<file path="src/flash_cmd_pkg.sv">
// constants and types shared by the flash command decoder
package flash_cmd_pkg;
  localparam logic [11:0] UNLOCK_ADDR_ONE = 12'h555;
  localparam logic [11:0] UNLOCK_ADDR_TWO = 12'haaa;
  localparam logic [7:0]  UNLOCK_DATA_ONE = 8'haa;
  localparam logic [7:0]  UNLOCK_DATA_TWO = 8'h55;
  localparam logic [7:0]  CMD_READ_ID     = 8'h90;
  localparam logic [7:0]  CMD_PROGRAM     = 8'ha0;
  localparam logic [7:0]  CMD_ERASE_SETUP = 8'h80;
  localparam logic [7:0]  CMD_SECTOR_ERASE = 8'h30;
  localparam logic [7:0]  CMD_BULK_ERASE  = 8'h10;
  localparam logic [7:0]  CMD_SUSPEND     = 8'hb0;
  localparam logic [7:0]  CMD_RESUME      = 8'h30;
  localparam logic [7:0]  CMD_RESET       = 8'hf0;
  localparam logic [7:0]  CMD_BYPASS      = 8'h20;
  localparam logic [7:0]  CMD_BYPASS_EXIT = 8'h00;
  localparam logic [11:0] ID_OFFSET       = 12'h001;
  localparam logic [11:0] PROT_OFFSET     = 12'h002;
  localparam logic [7:0]  PROT_YES        = 8'h01;
  localparam logic [7:0]  PROT_NO         = 8'h00;
  localparam int          ADDR_LOW_BITS   = 12;
  localparam int          TIMEOUT_CYCLES_DEFAULT = 2000;
  localparam int          PAGE_BIT_FOUR   = 4;

  typedef enum logic [10:0] {
    ST_READ     = 11'h001,
    ST_UNLOCK1  = 11'h002,
    ST_UNLOCK2  = 11'h004,
    ST_ID_MODE  = 11'h008,
    ST_PROG     = 11'h010,
    ST_ERASE_U0 = 11'h020,
    ST_ERASE_U1 = 11'h040,
    ST_ERASE_U2 = 11'h080,
    ST_SECT_ADD = 11'h100,
    ST_BYPASS   = 11'h200,
    ST_BYP_CMD  = 11'h400
  } dec_state_t;
endpackage

</file>
<file path="src/flash_op_if.sv">
// request and status bundle between decoder and operation tracker
`timescale 1ns/100ps
interface flash_op_if;
  logic       startProgram;
  logic       startSectorErase;
  logic       startBulkErase;
  logic       addSector;
  logic       suspend;
  logic       resume;
  logic       sectorErasing;
  logic       suspended;
  logic       busy;
  modport decoder (output startProgram, startSectorErase, startBulkErase, addSector,
                   suspend, resume, input sectorErasing, suspended, busy);
  modport tracker (input startProgram, startSectorErase, startBulkErase, addSector,
                   suspend, resume, output sectorErasing, suspended, busy);
endinterface

</file>
<file path="src/flash_op_tracker.sv">
// tracks a running program or erase operation and its completion
`timescale 1ns/100ps
module flash_op_tracker
  import flash_cmd_pkg::*;
#(
  parameter int PROG_CYCLES  = 16,
  parameter int ERASE_CYCLES = 64
) (
  input  wire logic  clk,        // device clock
  input  wire logic  rst_n,      // synchronous reset
  input  wire logic  opDone,     // early completion from array
  flash_op_if.tracker op         // decoder requests
);
  logic [15:0] remain;
  logic        erasing;
  logic        halted;

  assign op.sectorErasing = erasing;
  assign op.suspended     = halted;
  assign op.busy          = (remain != 16'h0000) && !halted;

  // counts stand in for the embedded algorithm, which lies outside
  always_ff @(posedge clk) begin
    if (!rst_n) begin
      remain <= 16'h0000;
    end else if (op.startProgram) begin
      remain <= 16'(PROG_CYCLES);
    end else if (op.startSectorErase || op.startBulkErase || op.addSector) begin
      remain <= 16'(ERASE_CYCLES);
    end else if (opDone) begin
      remain <= 16'h0000;
    end else if (remain != 16'h0000 && !halted) begin
      remain <= remain - 16'h0001;
    end
  end

  always_ff @(posedge clk) begin
    if (!rst_n) begin
      erasing <= 1'b0;
    end else if (op.startSectorErase) begin
      erasing <= 1'b1;
    end else if (remain == 16'h0001 || opDone || op.startProgram || op.startBulkErase) begin
      erasing <= 1'b0;
    end
  end

  always_ff @(posedge clk) begin
    if (!rst_n) begin
      halted <= 1'b0;
    end else if (op.suspend && erasing) begin
      halted <= 1'b1;
    end else if (op.resume && halted) begin
      halted <= 1'b0;
    end
  end
endmodule // flash_op_tracker

</file>
<file path="src/flash_command_decoder.sv">
// flash instruction decoder with upper block select and ready/busy
// Function
// - upper block address drives main array bit 15 when configured
// - without that equation, bus address bit 15 feeds main array
// - page bit four zero picks lower half, one picks upper half
// - upper block select covers all sectors, never sector erase addressing
// - ready/busy low during program or erase, high otherwise
// - flash writes are decoded as instruction steps, never stored
// - instruction executes only when complete and no gap timed out
// - invalid byte or time-out returns decoder to read-array mode
// - address bits 15..12 ignored; host keeps sector select asserted
// - main or secondary array chosen by its selects; ID only main
// - after unlock and 90, read at offset 01 returns identifier
// - after unlock and 90, offset 02 returns protection 01 or 00
// - after unlock and A0, next write programs its byte
// - unlock, 80, unlock, 30 at sector erases; more 30 add sectors
// - B0 suspends running sector erase; 30 resumes it
// - F0 anywhere outside bypass returns decoder to read-array mode
// - unlock and 20 enters bypass; 90 then 00 leaves it
// - in bypass, A0 then data programs the byte without unlock
// - program address taken at strobe fall, data at strobe rise
// - suspend honoured only while a sector erase runs
`timescale 1ns/100ps
module flash_command_decoder
  import flash_cmd_pkg::*;
#(
  parameter int          TIMEOUT_CYCLES = TIMEOUT_CYCLES_DEFAULT,
  parameter int          PROG_CYCLES    = 16,
  parameter int          ERASE_CYCLES   = 64,
  parameter logic [7:0]  MAIN_ID        = 8'h5a  // arbitrary value
) (
  input  wire logic        clk,                     // device clock
  input  wire logic        rst_n,                   // synchronous reset, active low
  input  wire logic [15:0] busAddr,                 // microcontroller address
  input  wire logic [7:0]  busData,                 // microcontroller write data
  input  wire logic        control_input_zero,      // write strobe, active low
  input  wire logic        readStrobe,              // read cycle, one-cycle pulse
  input  wire logic [7:0]  main_sector_select,      // main sector selects, high
  input  wire logic [3:0]  secondary_sector_select, // secondary selects, high
  input  wire logic [7:0]  pageReg,                 // page register value
  input  wire logic        upperBlockEn,            // upper block equation configured
  input  wire logic        sectorProtected,         // addressed sector protected
  input  wire logic        opDone,                  // array reports completion
  output logic             upper_block_addr,        // main array address bit 15
  output logic             ready_busy_pin,          // 1 ready, 0 busy
  output logic             readArrayMode,           // reads pass to array as ROM
  output logic [7:0]       specialData,             // ID or protection byte
  output logic             specialValid,            // specialData is for this read
  output logic             progReq,                 // program one byte pulse
  output logic [15:0]      program_addr,            // program target address
  output logic [7:0]       program_byte,            // program data byte
  output logic             eraseReq,                // erase request pulse
  output logic             eraseBulk,               // erase covers whole array
  output logic [15:0]      erase_sector_addr,       // sector erase address
  output logic             targetMain               // 1 main, 0 secondary array
);
  flash_op_if op ();

  flash_op_tracker #(
    .PROG_CYCLES  (PROG_CYCLES),
    .ERASE_CYCLES (ERASE_CYCLES)
  ) u_tracker (
    .clk    (clk),
    .rst_n  (rst_n),
    .opDone (opDone),
    .op     (op.tracker)
  );

  dec_state_t  state;
  logic        strobePrev;
  logic        wrFall;
  logic        wrRise;
  logic        mainSel;
  logic        anySel;
  logic [11:0] lowAddr;
  logic [15:0] capAddr;
  logic        timedOut;
  logic [31:0] gapCount;
  logic        inBypass;
  logic        pendingProgram;
  logic        idFromMain;

  function automatic logic at_addr(input logic [11:0] a, input logic [11:0] ref_a);
    at_addr = (a == ref_a);
  endfunction

  assign mainSel = |main_sector_select;
  assign anySel  = mainSel || (|secondary_sector_select);
  assign wrFall  = strobePrev && !control_input_zero;
  assign wrRise  = !strobePrev && control_input_zero && anySel;
  assign lowAddr = capAddr[ADDR_LOW_BITS-1:0];
  assign timedOut = (gapCount >= 32'(TIMEOUT_CYCLES));

  always_ff @(posedge clk) begin
    if (!rst_n) begin
      strobePrev <= 1'b1;
    end else begin
      strobePrev <= control_input_zero;
    end
  end

  // address latched at strobe fall, data used at strobe rise
  always_ff @(posedge clk) begin
    if (!rst_n) begin
      capAddr <= 16'h0000;
    end else if (wrFall) begin
      capAddr <= busAddr;
    end
  end

  // gap counter restarts on every accepted byte
  always_ff @(posedge clk) begin
    if (!rst_n) begin
      gapCount <= 32'h00000000;
    end else if (wrRise) begin
      gapCount <= 32'h00000000;
    end else if (!timedOut) begin
      gapCount <= gapCount + 32'h00000001;
    end
  end

  // upper block select; sector erase addressing uses the raw bus bit 15
  always_ff @(posedge clk) begin
    if (!rst_n) begin
      upper_block_addr <= 1'b0;
    end else if (upperBlockEn) begin
      upper_block_addr <= pageReg[PAGE_BIT_FOUR];
    end else begin
      upper_block_addr <= busAddr[15];
    end
  end

  always_ff @(posedge clk) begin
    if (!rst_n) begin
      ready_busy_pin <= 1'b1;
    end else begin
      ready_busy_pin <= !(op.busy || progReq || eraseReq);
    end
  end

  // main sequencer: every write is a step, never a store
  always_ff @(posedge clk) begin
    if (!rst_n) begin
      state          <= ST_READ;
      inBypass       <= 1'b0;
      pendingProgram <= 1'b0;
      idFromMain     <= 1'b0;
      targetMain     <= 1'b1;
    end else if (timedOut && state != ST_READ && state != ST_ID_MODE
                 && state != ST_BYPASS) begin
      state          <= inBypass ? ST_BYPASS : ST_READ;
      pendingProgram <= 1'b0;
    end else if (wrRise) begin
      targetMain <= mainSel;
      if (busData == CMD_RESET && !inBypass) begin
        state <= ST_READ;
      end else begin
        unique case (state)
          ST_READ, ST_ID_MODE, ST_SECT_ADD: begin
            if (busData == UNLOCK_DATA_ONE && at_addr(lowAddr, UNLOCK_ADDR_ONE)) begin
              state <= ST_UNLOCK1;
            end else if (state == ST_SECT_ADD && busData == CMD_SECTOR_ERASE) begin
              state <= ST_SECT_ADD;
            end else begin
              state <= ST_READ;
            end
          end
          ST_UNLOCK1: begin
            if (busData == UNLOCK_DATA_TWO && at_addr(lowAddr, UNLOCK_ADDR_TWO)) begin
              state <= ST_UNLOCK2;
            end else begin
              state <= ST_READ;
            end
          end
          ST_UNLOCK2: begin
            if (!at_addr(lowAddr, UNLOCK_ADDR_ONE)) begin
              state <= ST_READ;
            end else if (busData == CMD_READ_ID) begin
              state      <= ST_ID_MODE;
              idFromMain <= mainSel;
            end else if (busData == CMD_PROGRAM) begin
              state <= ST_PROG;
            end else if (busData == CMD_ERASE_SETUP) begin
              state <= ST_ERASE_U0;
            end else if (busData == CMD_BYPASS) begin
              state    <= ST_BYPASS;
              inBypass <= 1'b1;
            end else begin
              state <= ST_READ;
            end
          end
          ST_PROG: begin
            state <= inBypass ? ST_BYPASS : ST_READ;
          end
          ST_ERASE_U0: begin
            state <= (busData == UNLOCK_DATA_ONE && at_addr(lowAddr, UNLOCK_ADDR_ONE))
                     ? ST_ERASE_U1 : ST_READ;
          end
          ST_ERASE_U1: begin
            state <= (busData == UNLOCK_DATA_TWO && at_addr(lowAddr, UNLOCK_ADDR_TWO))
                     ? ST_ERASE_U2 : ST_READ;
          end
          ST_ERASE_U2: begin
            if (busData == CMD_SECTOR_ERASE) begin
              state <= ST_SECT_ADD;
            end else begin
              state <= ST_READ; // bulk erase and bad confirm both end here
            end
          end
          ST_BYPASS: begin
            if (busData == CMD_PROGRAM) begin
              state <= ST_PROG;
            end else if (busData == CMD_READ_ID) begin
              state <= ST_BYP_CMD;
            end
          end
          ST_BYP_CMD: begin
            if (busData == CMD_BYPASS_EXIT) begin
              state    <= ST_READ;
              inBypass <= 1'b0;
            end else begin
              state <= ST_BYPASS;
            end
          end
        endcase
      end
    end
  end

  // operation launches; pulses last one clock
  always_ff @(posedge clk) begin
    if (!rst_n) begin
      progReq           <= 1'b0;
      eraseReq          <= 1'b0;
      eraseBulk         <= 1'b0;
      program_addr      <= 16'h0000;
      program_byte      <= 8'h00;
      erase_sector_addr <= 16'h0000;
    end else begin
      progReq  <= 1'b0;
      eraseReq <= 1'b0;
      if (wrRise && !timedOut && state == ST_PROG) begin
        progReq      <= 1'b1;
        program_addr <= capAddr;
        program_byte <= busData;
      end
      if (wrRise && !timedOut && state == ST_ERASE_U2 && busData == CMD_BULK_ERASE
          && at_addr(lowAddr, UNLOCK_ADDR_ONE)) begin
        eraseReq  <= 1'b1;
        eraseBulk <= 1'b1;
      end
      if (wrRise && !timedOut && busData == CMD_SECTOR_ERASE
          && (state == ST_ERASE_U2 || state == ST_SECT_ADD)) begin
        eraseReq          <= 1'b1;
        eraseBulk         <= 1'b0;
        erase_sector_addr <= capAddr;
      end
    end
  end

  assign op.startProgram     = progReq;
  assign op.startBulkErase   = eraseReq && eraseBulk;
  assign op.startSectorErase = eraseReq && !eraseBulk && !op.sectorErasing;
  assign op.addSector        = eraseReq && !eraseBulk && op.sectorErasing;
  assign op.suspend = wrRise && busData == CMD_SUSPEND;
  assign op.resume  = wrRise && busData == CMD_RESUME && op.suspended && state == ST_READ;

  // read path: special bytes while in identifier mode
  always_ff @(posedge clk) begin
    if (!rst_n) begin
      specialData   <= 8'h00;
      specialValid  <= 1'b0;
      readArrayMode <= 1'b1;
    end else begin
      readArrayMode <= (state == ST_READ) || (state == ST_BYPASS);
      specialValid  <= 1'b0;
      if (readStrobe && state == ST_ID_MODE) begin
        if (at_addr(busAddr[ADDR_LOW_BITS-1:0], ID_OFFSET) && idFromMain) begin
          specialData  <= MAIN_ID;
          specialValid <= 1'b1;
        end else if (at_addr(busAddr[ADDR_LOW_BITS-1:0], PROT_OFFSET)) begin
          specialData  <= sectorProtected ? PROT_YES : PROT_NO;
          specialValid <= 1'b1;
        end
      end
    end
  end
endmodule // flash_command_decoder

</file>
<file path="config.mk">
export PLATFORM = sky130hd
export DESIGN_NAME = flash_command_decoder
export DESIGN_NICKNAME = d
export VERILOG_FILES = /design/src/flash_cmd_pkg.sv /design/src/flash_op_if.sv /design/src/flash_op_tracker.sv /design/src/flash_command_decoder.sv
export SDC_FILE = /design/constraint.sdc
export NUM_CORES = 1
export LEC_CHECK = 0
export ABC_AREA = 0
export BUFFER_PORTS_ARGS = -buffer_cell sky130_fd_sc_hd__buf_2
export CAP_MARGIN = 20
export CORE_UTILIZATION = 45
export CTS_CLUSTER_DIAMETER = 200
export DETAILED_ROUTE_END_ITERATION = 10
export PLACE_DENSITY = 0.67
export SLEW_MARGIN = 15
export SYNTH_ARGS = -nofsm -noshare
export SYNTH_HDL_FRONTEND = slang
export SYNTH_SLANG_ARGS = --single-unit
</file>
<file path="constraint.sdc">
create_clock -name clk -period 6 [get_ports clk]
set_clock_uncertainty 0.2 [all_clocks]
set_input_delay 1.2 -clock clk [delete_from_list [all_inputs] [get_ports clk]]
set_output_delay 1.2 -clock clk [all_outputs]
set_load 0.01 [all_outputs]
</file>
### Yosys cells after proc, flatten, opt, wreduce, memory -nomap -nowiden

Index checks and enable logic that the tools add are counted.

| word-level totals | value |
|---|---|
| bits in registers | 136 |

| operators by class | value |
|---|---|
| add/subtract/negate cells | 2 |
| order comparisons | 1 |
| equal/unequal tests | 36 |
| muxes and demuxes | 43 |
| bitwise logic cells | 3 |
| reductions and logical operators | 70 |

Operator list:

| cell | number |
|---|---|
| case mux 11 bit (9 select lines) | 1 |
| 2-to-1 mux 10 bit | 7 |
| 2-to-1 mux 11 bit | 5 |
| == test 8 bit, second input constant | 6 |
| adder 32 x 1 -> 32 bit, second input constant | 1 |
| >= comparator 32 x 11 -> 1 bit, second input constant | 1 |
| logical AND 1 bit | 30 |
| 2-to-1 mux 7 bit | 4 |
| 2-to-1 mux 9 bit | 3 |
| 2-to-1 mux 8 bit | 3 |
| 2-to-1 mux 1 bit | 17 |
| == test 16 x 1 -> 1 bit, second input constant | 1 |
| == test 8 x 6 -> 1 bit, second input constant | 2 |
| nonzero test 16 bit | 1 |
| subtractor 16 x 1 -> 16 bit, second input constant | 1 |
| == test 12 x 1 -> 1 bit, second input constant | 1 |
| == test 12 x 11 -> 1 bit, second input constant | 1 |
| == test 12 bit, second input constant | 1 |
| == test 12 x 2 -> 1 bit, second input constant | 1 |
| != test 2 bit, second input constant | 6 |
| == test 11 x 1 -> 1 bit, second input constant | 1 |
| == test 11 x 10 -> 1 bit, second input constant | 1 |
| == test 11 bit, second input constant | 1 |
| == test 11 x 2 -> 1 bit, second input constant | 1 |
| other kinds (30) | 58 |

### Logic depth before layout (Yosys ltp)

Gate-level depths: netlist (run 1).

| logic depth | value |
|---|---|
| depth in word-level cells | 10 |
| mapped depth | 8 |
| gate-level depth less buffers | 8 |

### Hierarchy

From an unflattened synthesis (run 1), not the netlist that was laid out.

| second synthesis, totals | value |
|---|---|
| cell total of the unflattened synthesis | 679 |
| area total of the unflattened synthesis | 5,652.9 sq um |

By module, submodules not included:

| module | instances | cells each | area each (sq um) |
|---|---|---|---|
| flash_command_decoder | 1 | 575 | 4,729.5 |
| flash_op_tracker | 1 | 104 | 923.4 |

### Worst setup path before layout (run 1)

No wires, ideal clock.

| path | value |
|---|---|
| path type | input -> register |
| start | in busData[0] |
| end | reg u_tracker.halted, in the netlist u_tracker.op.suspended |
| library setup time | 0.132 ns |
| arrival time | 3.009 ns |
| required time | 5.668 ns |
| slack | 2.658 ns |
| stages | 5 |
| path buffers | 0 |
| path through | or4_4 or4_1 or4b_1 o21ai_0 a21oi_1 |

| on the way | value |
|---|---|
| cells in the longest elaborated chain, start to end | 6 |
| elaborated cells between the ends (all ways) | 10 |
| classes of those cells | eq/ne: 2; mux: 1; reduce/logical: 7 |

Ends and longest elaborated chain:

| what | line | source |
|---|---|---|
| from (decl) | flash_command_decoder.sv:35 | `input wire logic [7:0] busData,` |
| == test 8 x 6 -> 1 bit | flash_command_decoder.sv:266 | `assign op.resume = wrRise && busData == CMD_RESUME && op.suspended && state == ST_READ;` |
| logical AND 1 bit (3 in a row) | flash_command_decoder.sv:266 |  |
| logical AND 1 bit | flash_op_tracker.sv:52 | `end else if (op.resume && halted) begin` |
| nonzero test 2 bit (no source line) | n/a |  |
| to (signal assigned) | flash_op_tracker.sv:49 | `halted <= 1'b0;` |
| to (signal assigned) | flash_op_tracker.sv:51 | `halted <= 1'b1;` |
| to (signal assigned) | flash_op_tracker.sv:53 | `halted <= 1'b0;` |
| to (decl) | flash_op_tracker.sv:16 | `logic halted;` |

Parallel ways exist; a longest one is shown, timed or not.
A chain may end at the register's enable or synchronous reset.

### Worst setup path after layout (run 1)

| path | value |
|---|---|
| start | in busData[0] |
| end | reg erase_sector_addr[14] |

| on the way | value |
|---|---|
| cells in the longest elaborated chain, start to end | 3 |

Ends and longest elaborated chain:

| what | line | source |
|---|---|---|
| == test 8 x 6 -> 1 bit | flash_command_decoder.sv:252 | `if (wrRise && !timedOut && busData == CMD_SECTOR_ERASE` |
| logical AND 1 bit | flash_command_decoder.sv:252 |  |
| logical AND 1 bit | flash_command_decoder.sv:253 | `&& (state == ST_ERASE_U2 \|\| state == ST_SECT_ADD)) begin` |
| to (signal assigned) | flash_command_decoder.sv:256 | `erase_sector_addr <= capAddr;` |
| to (decl) | flash_command_decoder.sv:54 | `output logic [15:0] erase_sector_addr,` |

No other way between the ends.

==> results of run 1 <==
## cell families after synthesis
kind of cell | Yosys count | synth area share (%)
and+or+nand+nor | 310 | 29.0
DFF | 130 | 45.8
AOI/OAI and AO/OA | 102 | 11.2
buffers and inverters | 54 | 4.09
muxes | 31 | 5.46
xor gates and xnor gates | 23 | 3.54
adders and majority gates | 4 | 0.880
other | 1 | 0.0659
## routing by layer
layer  part of all wire (%)  up-vias  track usage [%]
met1                     47     2298             28.0
li1                       -     2488                -
met5                      0        -                0
met2                     46      150             33.1
met3                    5.9       13             7.57
met4                    1.2        0             7.71
## sequential cells by signal, indices dropped and copies added (netlist names), 2 cells and up
signal,cells
capAddr,16
erase_sector_addr,16
gapCount,32
program_addr,16
program_byte,8
specialData,2
state,11
u_tracker.remain,16
## placed cells by master (no fill, tap or decap), types with 3 or more instances in the layout
cell | synthesis | routed
sky130_fd_sc_hd__clkinv_2 | 0 | 3
sky130_fd_sc_hd__a21o_1 | 3 | 3
sky130_fd_sc_hd__dfxtp_1 | 130 | 130
sky130_fd_sc_hd__o211ai_1 | 3 | 3
sky130_fd_sc_hd__inv_1 | 16 | 15
sky130_fd_sc_hd__and4_1 | 5 | 5
sky130_fd_sc_hd__nor2b_1 | 5 | 5
sky130_fd_sc_hd__nor2_1 | 75 | 75
sky130_fd_sc_hd__nand3_1 | 27 | 27
sky130_fd_sc_hd__a21oi_1 | 57 | 57
sky130_fd_sc_hd__xor2_1 | 12 | 12
sky130_fd_sc_hd__buf_4 | 6 | 4
sky130_fd_sc_hd__inv_6 | 0 | 5
sky130_fd_sc_hd__nand2_1 | 75 | 75
sky130_fd_sc_hd__nor4bb_1 | 5 | 5
sky130_fd_sc_hd__mux2i_1 | 31 | 31
sky130_fd_sc_hd__o21ai_0 | 12 | 12
sky130_fd_sc_hd__bufinv_16 | 0 | 3
sky130_fd_sc_hd__clkbuf_16 | 0 | 17
sky130_fd_sc_hd__and3_1 | 24 | 24
sky130_fd_sc_hd__or3_1 | 8 | 8
sky130_fd_sc_hd__clkinv_4 | 0 | 3
sky130_fd_sc_hd__nor3_1 | 17 | 17
sky130_fd_sc_hd__nand4_1 | 12 | 12
sky130_fd_sc_hd__or4_1 | 11 | 11
sky130_fd_sc_hd__nand4b_1 | 4 | 4
sky130_fd_sc_hd__ha_1 | 4 | 4
sky130_fd_sc_hd__nor4_1 | 19 | 19
sky130_fd_sc_hd__xnor2_1 | 11 | 11
sky130_fd_sc_hd__buf_2 | 6 | 96
sky130_fd_sc_hd__conb_1 | 1 | 3
sky130_fd_sc_hd__nand2b_1 | 6 | 6
## final cells by class
cell class / count / area, µm²
fill: 1100 / 5300
multi-input combinational: 473 / 2860
sequential: 130 / 2600
timing repair buffer: 101 / 515
clock buffer: 18 / 439
tap: 168 / 210
clock inverter: 14 / 175
inverter: 16 / 60.1
## worst max-delay path, stage by stage
cell and delay [ns]:
sky130_fd_sc_hd__buf_2 0.14, sky130_fd_sc_hd__or4_4 0.58, sky130_fd_sc_hd__or4_1 0.60, sky130_fd_sc_hd__a21oi_2 0.50
sky130_fd_sc_hd__nand2_2 0.40, sky130_fd_sc_hd__mux2i_1 0.27, sky130_fd_sc_hd__nor2_1 0.05
## stage by stage
stage               area, µm²  power [mW]  cells
floorplan                5690        1.49    657
global placement         6230        1.59    886
detailed placement       6240        1.62    887
CTS                      6860        2.68    919
global route             6860        2.81    920
finish                   6860        2.66    920
## path summary, 6_finish.rpt
check,slack (ns),to,start
min,0.25,erase_sector_addr[1]$_SDFFE_PN0P_,erase_sector_addr[1]$_SDFFE_PN0P_
max,2.32,erase_sector_addr[14]$_SDFFE_PN0P_,busData[0]
min reg2reg,0.25,erase_sector_addr[1]$_SDFFE_PN0P_,erase_sector_addr[1]$_SDFFE_PN0P_
max reg2reg,2.99,erase_sector_addr[14]$_SDFFE_PN0P_,state[1]$_SDFFE_PN0P_
## report_power, final
group	internal (mW)	switching, mW	leakage (nW)	total [mW]
logic	0.269	0.348	1.68	0.617
clock network	0.670	0.390	0.306	1.06
registers	0.926	0.0594	1.05	0.985
total	1.86	0.798	3.04	2.66
==> metrics.txt, run 1 <==
# TYPE chip_impl_metric gauge
chip_impl_info{name="status",value="finished clean"} 1
chip_impl_metric{name="routed_wire_length_per_instance",unit="µm"} 14.6
chip_impl_metric{name="leakagePower",unit="nW"} 3.04
chip_impl_metric{name="whs",unit="ns"} 0.253
chip_impl_metric{name="first_global_vias",unit=""} 4585
chip_impl_info{name="cts_tree",value="yes"} 1
chip_impl_metric{name="number_of_flops_mapped_to_enable_cells_by_yosys",unit=""} 0
chip_impl_info{name="worstSetupEndpointType",value="register"} 1
chip_impl_metric{name="timing.final.max_slew_violations",unit=""} 0
chip_impl_metric{name="route.detailed.drc",unit=""} 0
chip_impl_metric{name="postSynthCellCount",unit=""} 655
chip_impl_metric{name="cts-root-to-sink-buffers",unit=""} 2
chip_impl_metric{name="timing.final.crit_period",unit="ns"} 3.68
chip_impl_metric{name="netlist-cell-type-count",unit=""} 63
chip_impl_metric{name="grt.total_usage",unit="%"} 21.6
chip_impl_metric{name="worstMarginPinSlew",unit="ns"} 0.798
chip_impl_info{name="synth_most_common_cell",value="sky130_fd_sc_hd__dfxtp_1"} 1
chip_impl_metric{name="dieArea",unit="µm²"} 13100
chip_impl_metric{name="postSynth.asyncResetShare",unit="%"} 0
chip_impl_info{name="timing.hold.worst.class",value="register to register"} 1
chip_impl_metric{name="detail-route-antenna-nets",unit=""} 0
chip_impl_metric{name="ys_ff_latch",unit=""} 130
chip_impl_metric{name="initial_core_util",unit="%"} 46.8
chip_impl_metric{name="drt_first_pass_iters",unit=""} 5
chip_impl_metric{name="max_freq",unit="MHz"} 271
chip_impl_metric{name="vias",unit=""} 4949
chip_impl_metric{name="ff2ff_path_depth",unit=""} 6
chip_impl_metric{name="crit_path_max_fanout",unit=""} 18
chip_impl_metric{name="post-synth-top-area-fraction",unit="%"} 45.8
chip_impl_metric{name="cts_buffers",unit=""} 17
chip_impl_info{name="cts_root_buf",value="sky130_fd_sc_hd__clkbuf_16"} 1
chip_impl_metric{name="post-place-ws",unit="ns"} 1.90
chip_impl_info{name="grt_setup_unrepaired",value="no"} 1
chip_impl_metric{name="post_cts.resized_instances",unit=""} 0
chip_impl_metric{name="grt_remaining_overflow",unit=""} 0
chip_impl_metric{name="whs_path_depth",unit=""} 2
chip_impl_metric{name="utilization",unit="%"} 56.4
chip_impl_metric{name="port-buffer-count",unit=""} 96
chip_impl_metric{name="cts_hold_repair.buffers",unit=""} 0
chip_impl_metric{name="relSlewSlack",unit="%"} 46.4
chip_impl_metric{name="cts_setup_buffers",unit=""} 0
chip_impl_metric{name="die_height",unit="µm"} 114
chip_impl_info{name="cell_taking_the_most_area_after_synthesis",value="sky130_fd_sc_hd__dfxtp_1"} 1
chip_impl_metric{name="syn_area",unit="µm²"} 5690
chip_impl_metric{name="fin_tns_setup",unit="ns"} 0
chip_impl_metric{name="initialDrtViolationCount",unit=""} 347
chip_impl_metric{name="maxCapViolCount",unit=""} 0
chip_impl_metric{name="post_route_cells_drive_above_1_share",unit="%"} 19.7
chip_impl_metric{name="place_congestion",unit=""} 0.893
chip_impl_info{name="netlist_top_cells_area",value="sky130_fd_sc_hd__dfxtp_1, sky130_fd_sc_hd__mux2i_1, sky130_fd_sc_hd__a21oi_1"} 1
chip_impl_metric{name="core_region_area",unit="µm²"} 12200
chip_impl_metric{name="postLayoutSetupSlackWorst",unit="ns"} 2.32
chip_impl_info{name="ys.flop_type",value="sky130_fd_sc_hd__dfxtp_1"} 1
chip_impl_metric{name="largest_net_degree_at_the_start_of_global_routing",unit=""} 77
chip_impl_metric{name="numClockSinks",unit=""} 130
chip_impl_metric{name="timing.critical_path.arrival",unit="ns"} 3.76
chip_impl_metric{name="route.final.wire_length",unit="µm"} 13400
chip_impl_metric{name="final.period_utilization",unit="%"} 61.4
chip_impl_info{name="crit_path_start_kind",value="input port"} 1
chip_impl_metric{name="insertion_delay_of_the_later_clocked_pin_in_the_worst_skew_pair",unit="ns"} 0.42
chip_impl_metric{name="peakVddDrop",unit="V"} 0.000188
chip_impl_metric{name="report.final.hold_viol_count",unit=""} 0
chip_impl_metric{name="ctsHtreeMaxLevel",unit=""} 4
chip_impl_metric{name="clk_pin_slew",unit="ns"} 0.06
chip_impl_metric{name="postSynthAreaPerCell",unit="µm²"} 8.68
chip_impl_metric{name="dp_hpwl",unit="µm"} 9480
chip_impl_metric{name="placement_rows",unit=""} 40
chip_impl_metric{name="ys_seq_area_share",unit="%"} 45.8
chip_impl_metric{name="critPathRequiredTime",unit="ns"} 6.07
chip_impl_info{name="synth_commonest_cells",value="sky130_fd_sc_hd__dfxtp_1, sky130_fd_sc_hd__nand2_1, sky130_fd_sc_hd__nor2_1, sky130_fd_sc_hd__a21oi_1, sky130_fd_sc_hd__mux2i_1"} 1
chip_impl_metric{name="number_of_antenna_violations_at_the_first_check_in_global_routing",unit=""} 0
chip_impl_metric{name="die_width",unit="µm"} 114
chip_impl_metric{name="grt_pass1_wl",unit="µm"} 21900
chip_impl_metric{name="p_per_area",unit="nW/µm²"} 388
chip_impl_metric{name="synthToLayoutAreaGrowth",unit="%"} 20.7
chip_impl_metric{name="fin_nets",unit=""} 794
chip_impl_metric{name="num_antenna_cells",unit=""} 0
chip_impl_metric{name="vias_per_cell",unit=""} 5.38
chip_impl_metric{name="ys.warnings.count",unit=""} 0
chip_impl_metric{name="num_io_pins",unit=""} 107
chip_impl_metric{name="setup-violations-final",unit=""} 0
chip_impl_info{name="setup.worst_path.class",value="input port to register"} 1
Power figures use the tool's default switching activity.
==> inputs of run 2 (changes only) <==
--- a/config.mk
+++ b/config.mk
@@ -5,13 +5,13 @@
 export SDC_FILE = /design/constraint.sdc
 export NUM_CORES = 1
 export LEC_CHECK = 0
-export ABC_AREA = 0
+export ABC_AREA = 1
 export BUFFER_PORTS_ARGS = -buffer_cell sky130_fd_sc_hd__buf_2
 export CAP_MARGIN = 20
 export CORE_UTILIZATION = 45
 export CTS_CLUSTER_DIAMETER = 200
 export DETAILED_ROUTE_END_ITERATION = 10
-export PLACE_DENSITY = 0.67
+export PLACE_DENSITY = 0.69
 export SLEW_MARGIN = 15
 export SYNTH_ARGS = -nofsm -noshare
 export SYNTH_HDL_FRONTEND = slang
==> constraint.sdc (replaced) <==
create_clock -name clk -period 3 [get_ports clk]
set_clock_uncertainty 0.2 [all_clocks]
set_input_delay 0.6 -clock clk [delete_from_list [all_inputs] [get_ports clk]]
set_output_delay 0.6 -clock clk [all_outputs]
set_load 0.01 [all_outputs]
==> run 2 against run 1 <==
Worst setup slack worse by 1.5 ns. Sequential share of layout area down 2.7 points. Largest power group unchanged. Sequential power up 100%.
==> metrics.txt, run 2 <==
# TYPE chip_impl_metric gauge
chip_impl_metric{name="cts-root-to-sink-buffers",unit=""} 2
chip_impl_metric{name="final_area",unit="µm²"} 7380
chip_impl_metric{name="num_io_pins",unit=""} 107
chip_impl_metric{name="ctsHtreeMaxLevel",unit=""} 4
chip_impl_metric{name="grt_use_met1",unit="%"} 31.2
chip_impl_metric{name="number_of_antenna_violations_at_the_first_check_in_global_routing",unit=""} 0
chip_impl_metric{name="core_region_area",unit="µm²"} 13300
chip_impl_metric{name="crit_path_max_fanout",unit=""} 27
chip_impl_metric{name="cts_buffers",unit=""} 17
chip_impl_info{name="busiest_layer",value="met2"} 1
chip_impl_metric{name="dieArea",unit="µm²"} 14300
chip_impl_metric{name="peakVddDrop",unit="V"} 0.000408
chip_impl_info{name="final_cell_mix",value="sky130_fd_sc_hd__nor2_1, sky130_fd_sc_hd__nand2_1, sky130_fd_sc_hd__dfxtp_1, sky130_fd_sc_hd__inv_1, sky130_fd_sc_hd__buf_2"} 1
chip_impl_metric{name="post-place-ws",unit="ns"} 0.608
chip_impl_metric{name="leakagePower",unit="nW"} 3.39
chip_impl_info{name="cts_root_buf",value="sky130_fd_sc_hd__clkbuf_16"} 1
chip_impl_metric{name="post_route_cells_drive_above_1_share",unit="%"} 18.9
chip_impl_metric{name="postSynthCellCount",unit=""} 892
chip_impl_metric{name="routed_wire_length_per_instance",unit="µm"} 12.7
chip_impl_info{name="largest_register",value="gapCount"} 1
chip_impl_metric{name="global_route.usage.met2",unit="%"} 34.2
chip_impl_metric{name="place_congestion",unit=""} 0.888
chip_impl_metric{name="dp_hpwl",unit="µm"} 10900
chip_impl_metric{name="ys.warnings.count",unit=""} 0
chip_impl_metric{name="insertion_delay_of_the_later_clocked_pin_in_the_worst_skew_pair",unit="ns"} 0.41
chip_impl_metric{name="flip_flop_count_of_the_largest_register_all_copies_and_words_added",unit=""} 32
chip_impl_metric{name="seq_power_share",unit="%"} 35.8
chip_impl_metric{name="critical-path-max-stage-delay",unit="ns"} 0.44
chip_impl_metric{name="relSlewSlack",unit="%"} 63.4
chip_impl_metric{name="vias",unit=""} 5684
chip_impl_metric{name="die_height",unit="µm"} 119
chip_impl_info{name="ys.flop_type",value="sky130_fd_sc_hd__dfxtp_1"} 1
chip_impl_metric{name="use_met3",unit="%"} 5.75
chip_impl_metric{name="initial_core_util",unit="%"} 46.5
chip_impl_info{name="main_combinational_cell_family_by_area_after_synthesis",value="simple AND/OR/NAND/NOR gates"} 1
chip_impl_metric{name="post-synth-top-area-fraction",unit="%"} 41.9
chip_impl_metric{name="die_width",unit="µm"} 119
chip_impl_info{name="critical_path.slowest_cell",value="sky130_fd_sc_hd__nor2_4"} 1
chip_impl_info{name="min-delay-start",value="control_input_zero"} 1
chip_impl_metric{name="timing.final.crit_period",unit="ns"} 2.17
chip_impl_metric{name="grt_remaining_overflow",unit=""} 0
chip_impl_metric{name="postLayoutSetupSlackWorst",unit="ns"} 0.830
chip_impl_metric{name="post_synthesis_xor_xnor_area_fraction",unit="%"} 1.69
chip_impl_metric{name="report.final.hold_viol_count",unit=""} 0
chip_impl_metric{name="port-buffer-count",unit=""} 96
chip_impl_metric{name="first_global_vias",unit=""} 5205
chip_impl_metric{name="synthMuxAreaShare",unit="%"} 0
chip_impl_metric{name="detail-route-antenna-nets",unit=""} 0
chip_impl_metric{name="power.share.switching",unit="%"} 32.2
chip_impl_metric{name="cts_setup_buffers",unit=""} 0
chip_impl_metric{name="synthAdderAreaFrac",unit="%"} 0.806
chip_impl_metric{name="vias_per_cell",unit=""} 4.86
chip_impl_metric{name="setup-violations-final",unit=""} 0
chip_impl_metric{name="postSynth.asyncResetShare",unit="%"} 0
chip_impl_metric{name="syn_area",unit="µm²"} 6210
chip_impl_metric{name="timing.reg2reg.setup_slack",unit="ns"} 0.83
chip_impl_metric{name="drt_first_pass_iters",unit=""} 5
chip_impl_metric{name="post_cts.resized_instances",unit=""} 0
chip_impl_metric{name="fin_nets",unit=""} 1036
chip_impl_metric{name="p_per_area",unit="nW/µm²"} 754
chip_impl_info{name="setup.worst_path.class",value="register to register"} 1
chip_impl_metric{name="number_of_flops_mapped_to_enable_cells_by_yosys",unit=""} 0
chip_impl_metric{name="dpl_cell_area",unit="µm²"} 6760
chip_impl_metric{name="initialDrtViolationCount",unit=""} 469
chip_impl_metric{name="largest_net_degree_at_the_start_of_global_routing",unit=""} 57
chip_impl_metric{name="final.fill_count",unit=""} 1286
chip_impl_metric{name="numClockSinks",unit=""} 130
chip_impl_info{name="worst_r2r_endpoint",value="program_addr[8]$_SDFFE_PN0P_"} 1
chip_impl_metric{name="grt.total_usage",unit="%"} 22.3
chip_impl_metric{name="clk_pin_slew",unit="ns"} 0.05
chip_impl_info{name="r2r_path_start",value="gapCount[22]$_SDFFE_PP0N_"} 1
chip_impl_info{name="critical-path-top-cell-by-count",value="sky130_fd_sc_hd__nor2_1"} 1
chip_impl_metric{name="clock_power_share",unit="%"} 38.8
chip_impl_metric{name="maxCapViolCount",unit=""} 0
chip_impl_metric{name="synthSimpleGateAreaFrac",unit="%"} 35.3
chip_impl_metric{name="final.period_utilization",unit="%"} 72.3
chip_impl_metric{name="grt_pass1_wl",unit="µm"} 25200
chip_impl_info{name="crit_path_start_kind",value="register"} 1
chip_impl_metric{name="ff2ff_path_depth",unit=""} 9
chip_impl_info{name="critical_path_cell_sequence",value="nor2_1 -> nand3_1 -> nor2_1 -> nand2_1 -> nor2_8 -> nand2_8 -> nor2_4 -> o21ai_0 -> nor2_1"} 1
chip_impl_metric{name="max_freq",unit="MHz"} 461
chip_impl_metric{name="num_antenna_cells",unit=""} 0
chip_impl_metric{name="combPwrFrac",unit="%"} 25.5
chip_impl_info{name="synth_commonest_cells",value="sky130_fd_sc_hd__nor2_1, sky130_fd_sc_hd__nand2_1, sky130_fd_sc_hd__dfxtp_1, sky130_fd_sc_hd__inv_1, sky130_fd_sc_hd__o21ai_0"} 1
chip_impl_info{name="status",value="finished clean"} 1
chip_impl_metric{name="worstMarginPinSlew",unit="ns"} 0.548
chip_impl_info{name="netlist_top_cells_area",value="sky130_fd_sc_hd__dfxtp_1, sky130_fd_sc_hd__nor2_1, sky130_fd_sc_hd__nand2_1"} 1
chip_impl_info{name="synth_most_common_cell",value="sky130_fd_sc_hd__nor2_1"} 1
chip_impl_metric{name="netlist-cell-type-count",unit=""} 42
chip_impl_info{name="cell_taking_the_most_area_after_synthesis",value="sky130_fd_sc_hd__dfxtp_1"} 1
chip_impl_metric{name="ys_ff_latch",unit=""} 130
chip_impl_metric{name="critPathRequiredTime",unit="ns"} 3.15
chip_impl_metric{name="synth_compound_gate_area_share",unit="%"} 10.5
chip_impl_info{name="worstSetupEndpointType",value="register"} 1
chip_impl_metric{name="route.detailed.drc",unit=""} 0
chip_impl_info{name="cts_tree",value="yes"} 1
chip_impl_metric{name="switchingPower",unit="mW"} 1.79
chip_impl_info{name="grt_setup_unrepaired",value="no"} 1
chip_impl_info{name="timing.hold.worst.class",value="input port to register"} 1
chip_impl_metric{name="ys_seq_area_share",unit="%"} 41.9
chip_impl_metric{name="placement_rows",unit=""} 42
chip_impl_metric{name="whs_path_depth",unit=""} 3
chip_impl_metric{name="timing.critical_path.arrival",unit="ns"} 2.32
chip_impl_metric{name="postSynthAreaPerCell",unit="µm²"} 6.96
chip_impl_metric{name="cell_internal_pwr",unit="mW"} 3.77
chip_impl_metric{name="timing.final.max_slew_violations",unit=""} 0
chip_impl_metric{name="whs",unit="ns"} 0.221
chip_impl_info{name="min_to",value="strobePrev$_SDFF_PN1_"} 1
chip_impl_metric{name="synthToLayoutAreaGrowth",unit="%"} 18.8
chip_impl_info{name="mostFrequentLayoutCell",value="sky130_fd_sc_hd__nor2_1"} 1
chip_impl_metric{name="cts_hold_repair.buffers",unit=""} 0
chip_impl_metric{name="route.final.wire_length",unit="µm"} 14900
chip_impl_metric{name="fin_tns_setup",unit="ns"} 0
## run 2: cell types whose count changed after synthesis, moves of 15 or more
cell,delta
sky130_fd_sc_hd__nand2_1,+59
sky130_fd_sc_hd__a21oi_1,-19
sky130_fd_sc_hd__nor2_1,+120
sky130_fd_sc_hd__inv_1,+81
sky130_fd_sc_hd__o21ai_0,+51
sky130_fd_sc_hd__nor3_1,+24
sky130_fd_sc_hd__and3_1,-24
sky130_fd_sc_hd__mux2i_1,-31
sky130_fd_sc_hd__nand3_1,+15
## run 2: metrics by stage
stage | util, % | std cells | power (mW)
3_3_place_gp | 50.6 | 1138 | 3.40
3_5_place_dp | 50.6 | 1138 | 3.42
6_report | 55.3 | 1170 | 5.57
2_1_floorplan | - | 894 | 3.13
4_1_cts | 55.3 | 1170 | 5.60
5_1_grt | 55.3 | 1170 | 5.95
## run 2: cells by family after synthesis
kind of cell    Yosys count
compound gates          125
xor+xnor                 12
fa+ha+maj                 4
buf+inv                 140
flops                   130
other cells               1
simple gates            480
## run 2: power groups by stage
stage	sequential, mW	combinational (mW)	clock (mW)
floorplan	1.99	1.14	0
global placement	2.02	1.38	0
detailed placement	2.02	1.40	0
CTS	1.99	1.42	2.19
global route	2.01	1.66	2.29
finish	1.99	1.42	2.16
## run 2: how the worst max path moves through the flow
stage,from,endpoint,cells past startpoint
after CTS,gapCount[22]$_SDFFE_PP0N_,program_addr[8]$_SDFFE_PN0P_,9
final,gapCount[22]$_SDFFE_PP0N_,program_addr[8]$_SDFFE_PN0P_,9
after floorplan,main_sector_select[7],erase_sector_addr[15]$_SDFFE_PN0P_,13
after detailed placement,main_sector_select[7],erase_sector_addr[15]$_SDFFE_PN0P_,13
after global placement,main_sector_select[7],erase_sector_addr[15]$_SDFFE_PN0P_,13
after global routing,gapCount[22]$_SDFFE_PP0N_,program_addr[6]$_SDFFE_PN0P_,9
## run 2: critical path, delay by kind of cell (launching register included)
family           cells  cell delay, ns
AND/OR/NAND/NOR      8            1.38
flip-flops           1            0.31
AO/OA/AOI/OAI        1            0.18
## run 2: routing by layer
layer	vias up	routed length, µm
met2	131	6490
li1	3013	-
met4	0	113
met3	8	669
met5	-	0
met1	2532	7600
## run 2: area by class of cell
| cell class | count | area (µm²) | area share [%] |
|---|---|---|---|
| inverter | 107 | 409 | 5.54 |
| multi-input combinational | 624 | 3010 | 40.8 |
| clock buffer | 22 | 464 | 6.29 |
| clock inverter | 10 | 156 | 2.12 |
| timing repair buffer | 101 | 518 | 7.02 |
| sequential | 130 | 2600 | 35.3 |
| tap | 176 | 220 | 2.98 |
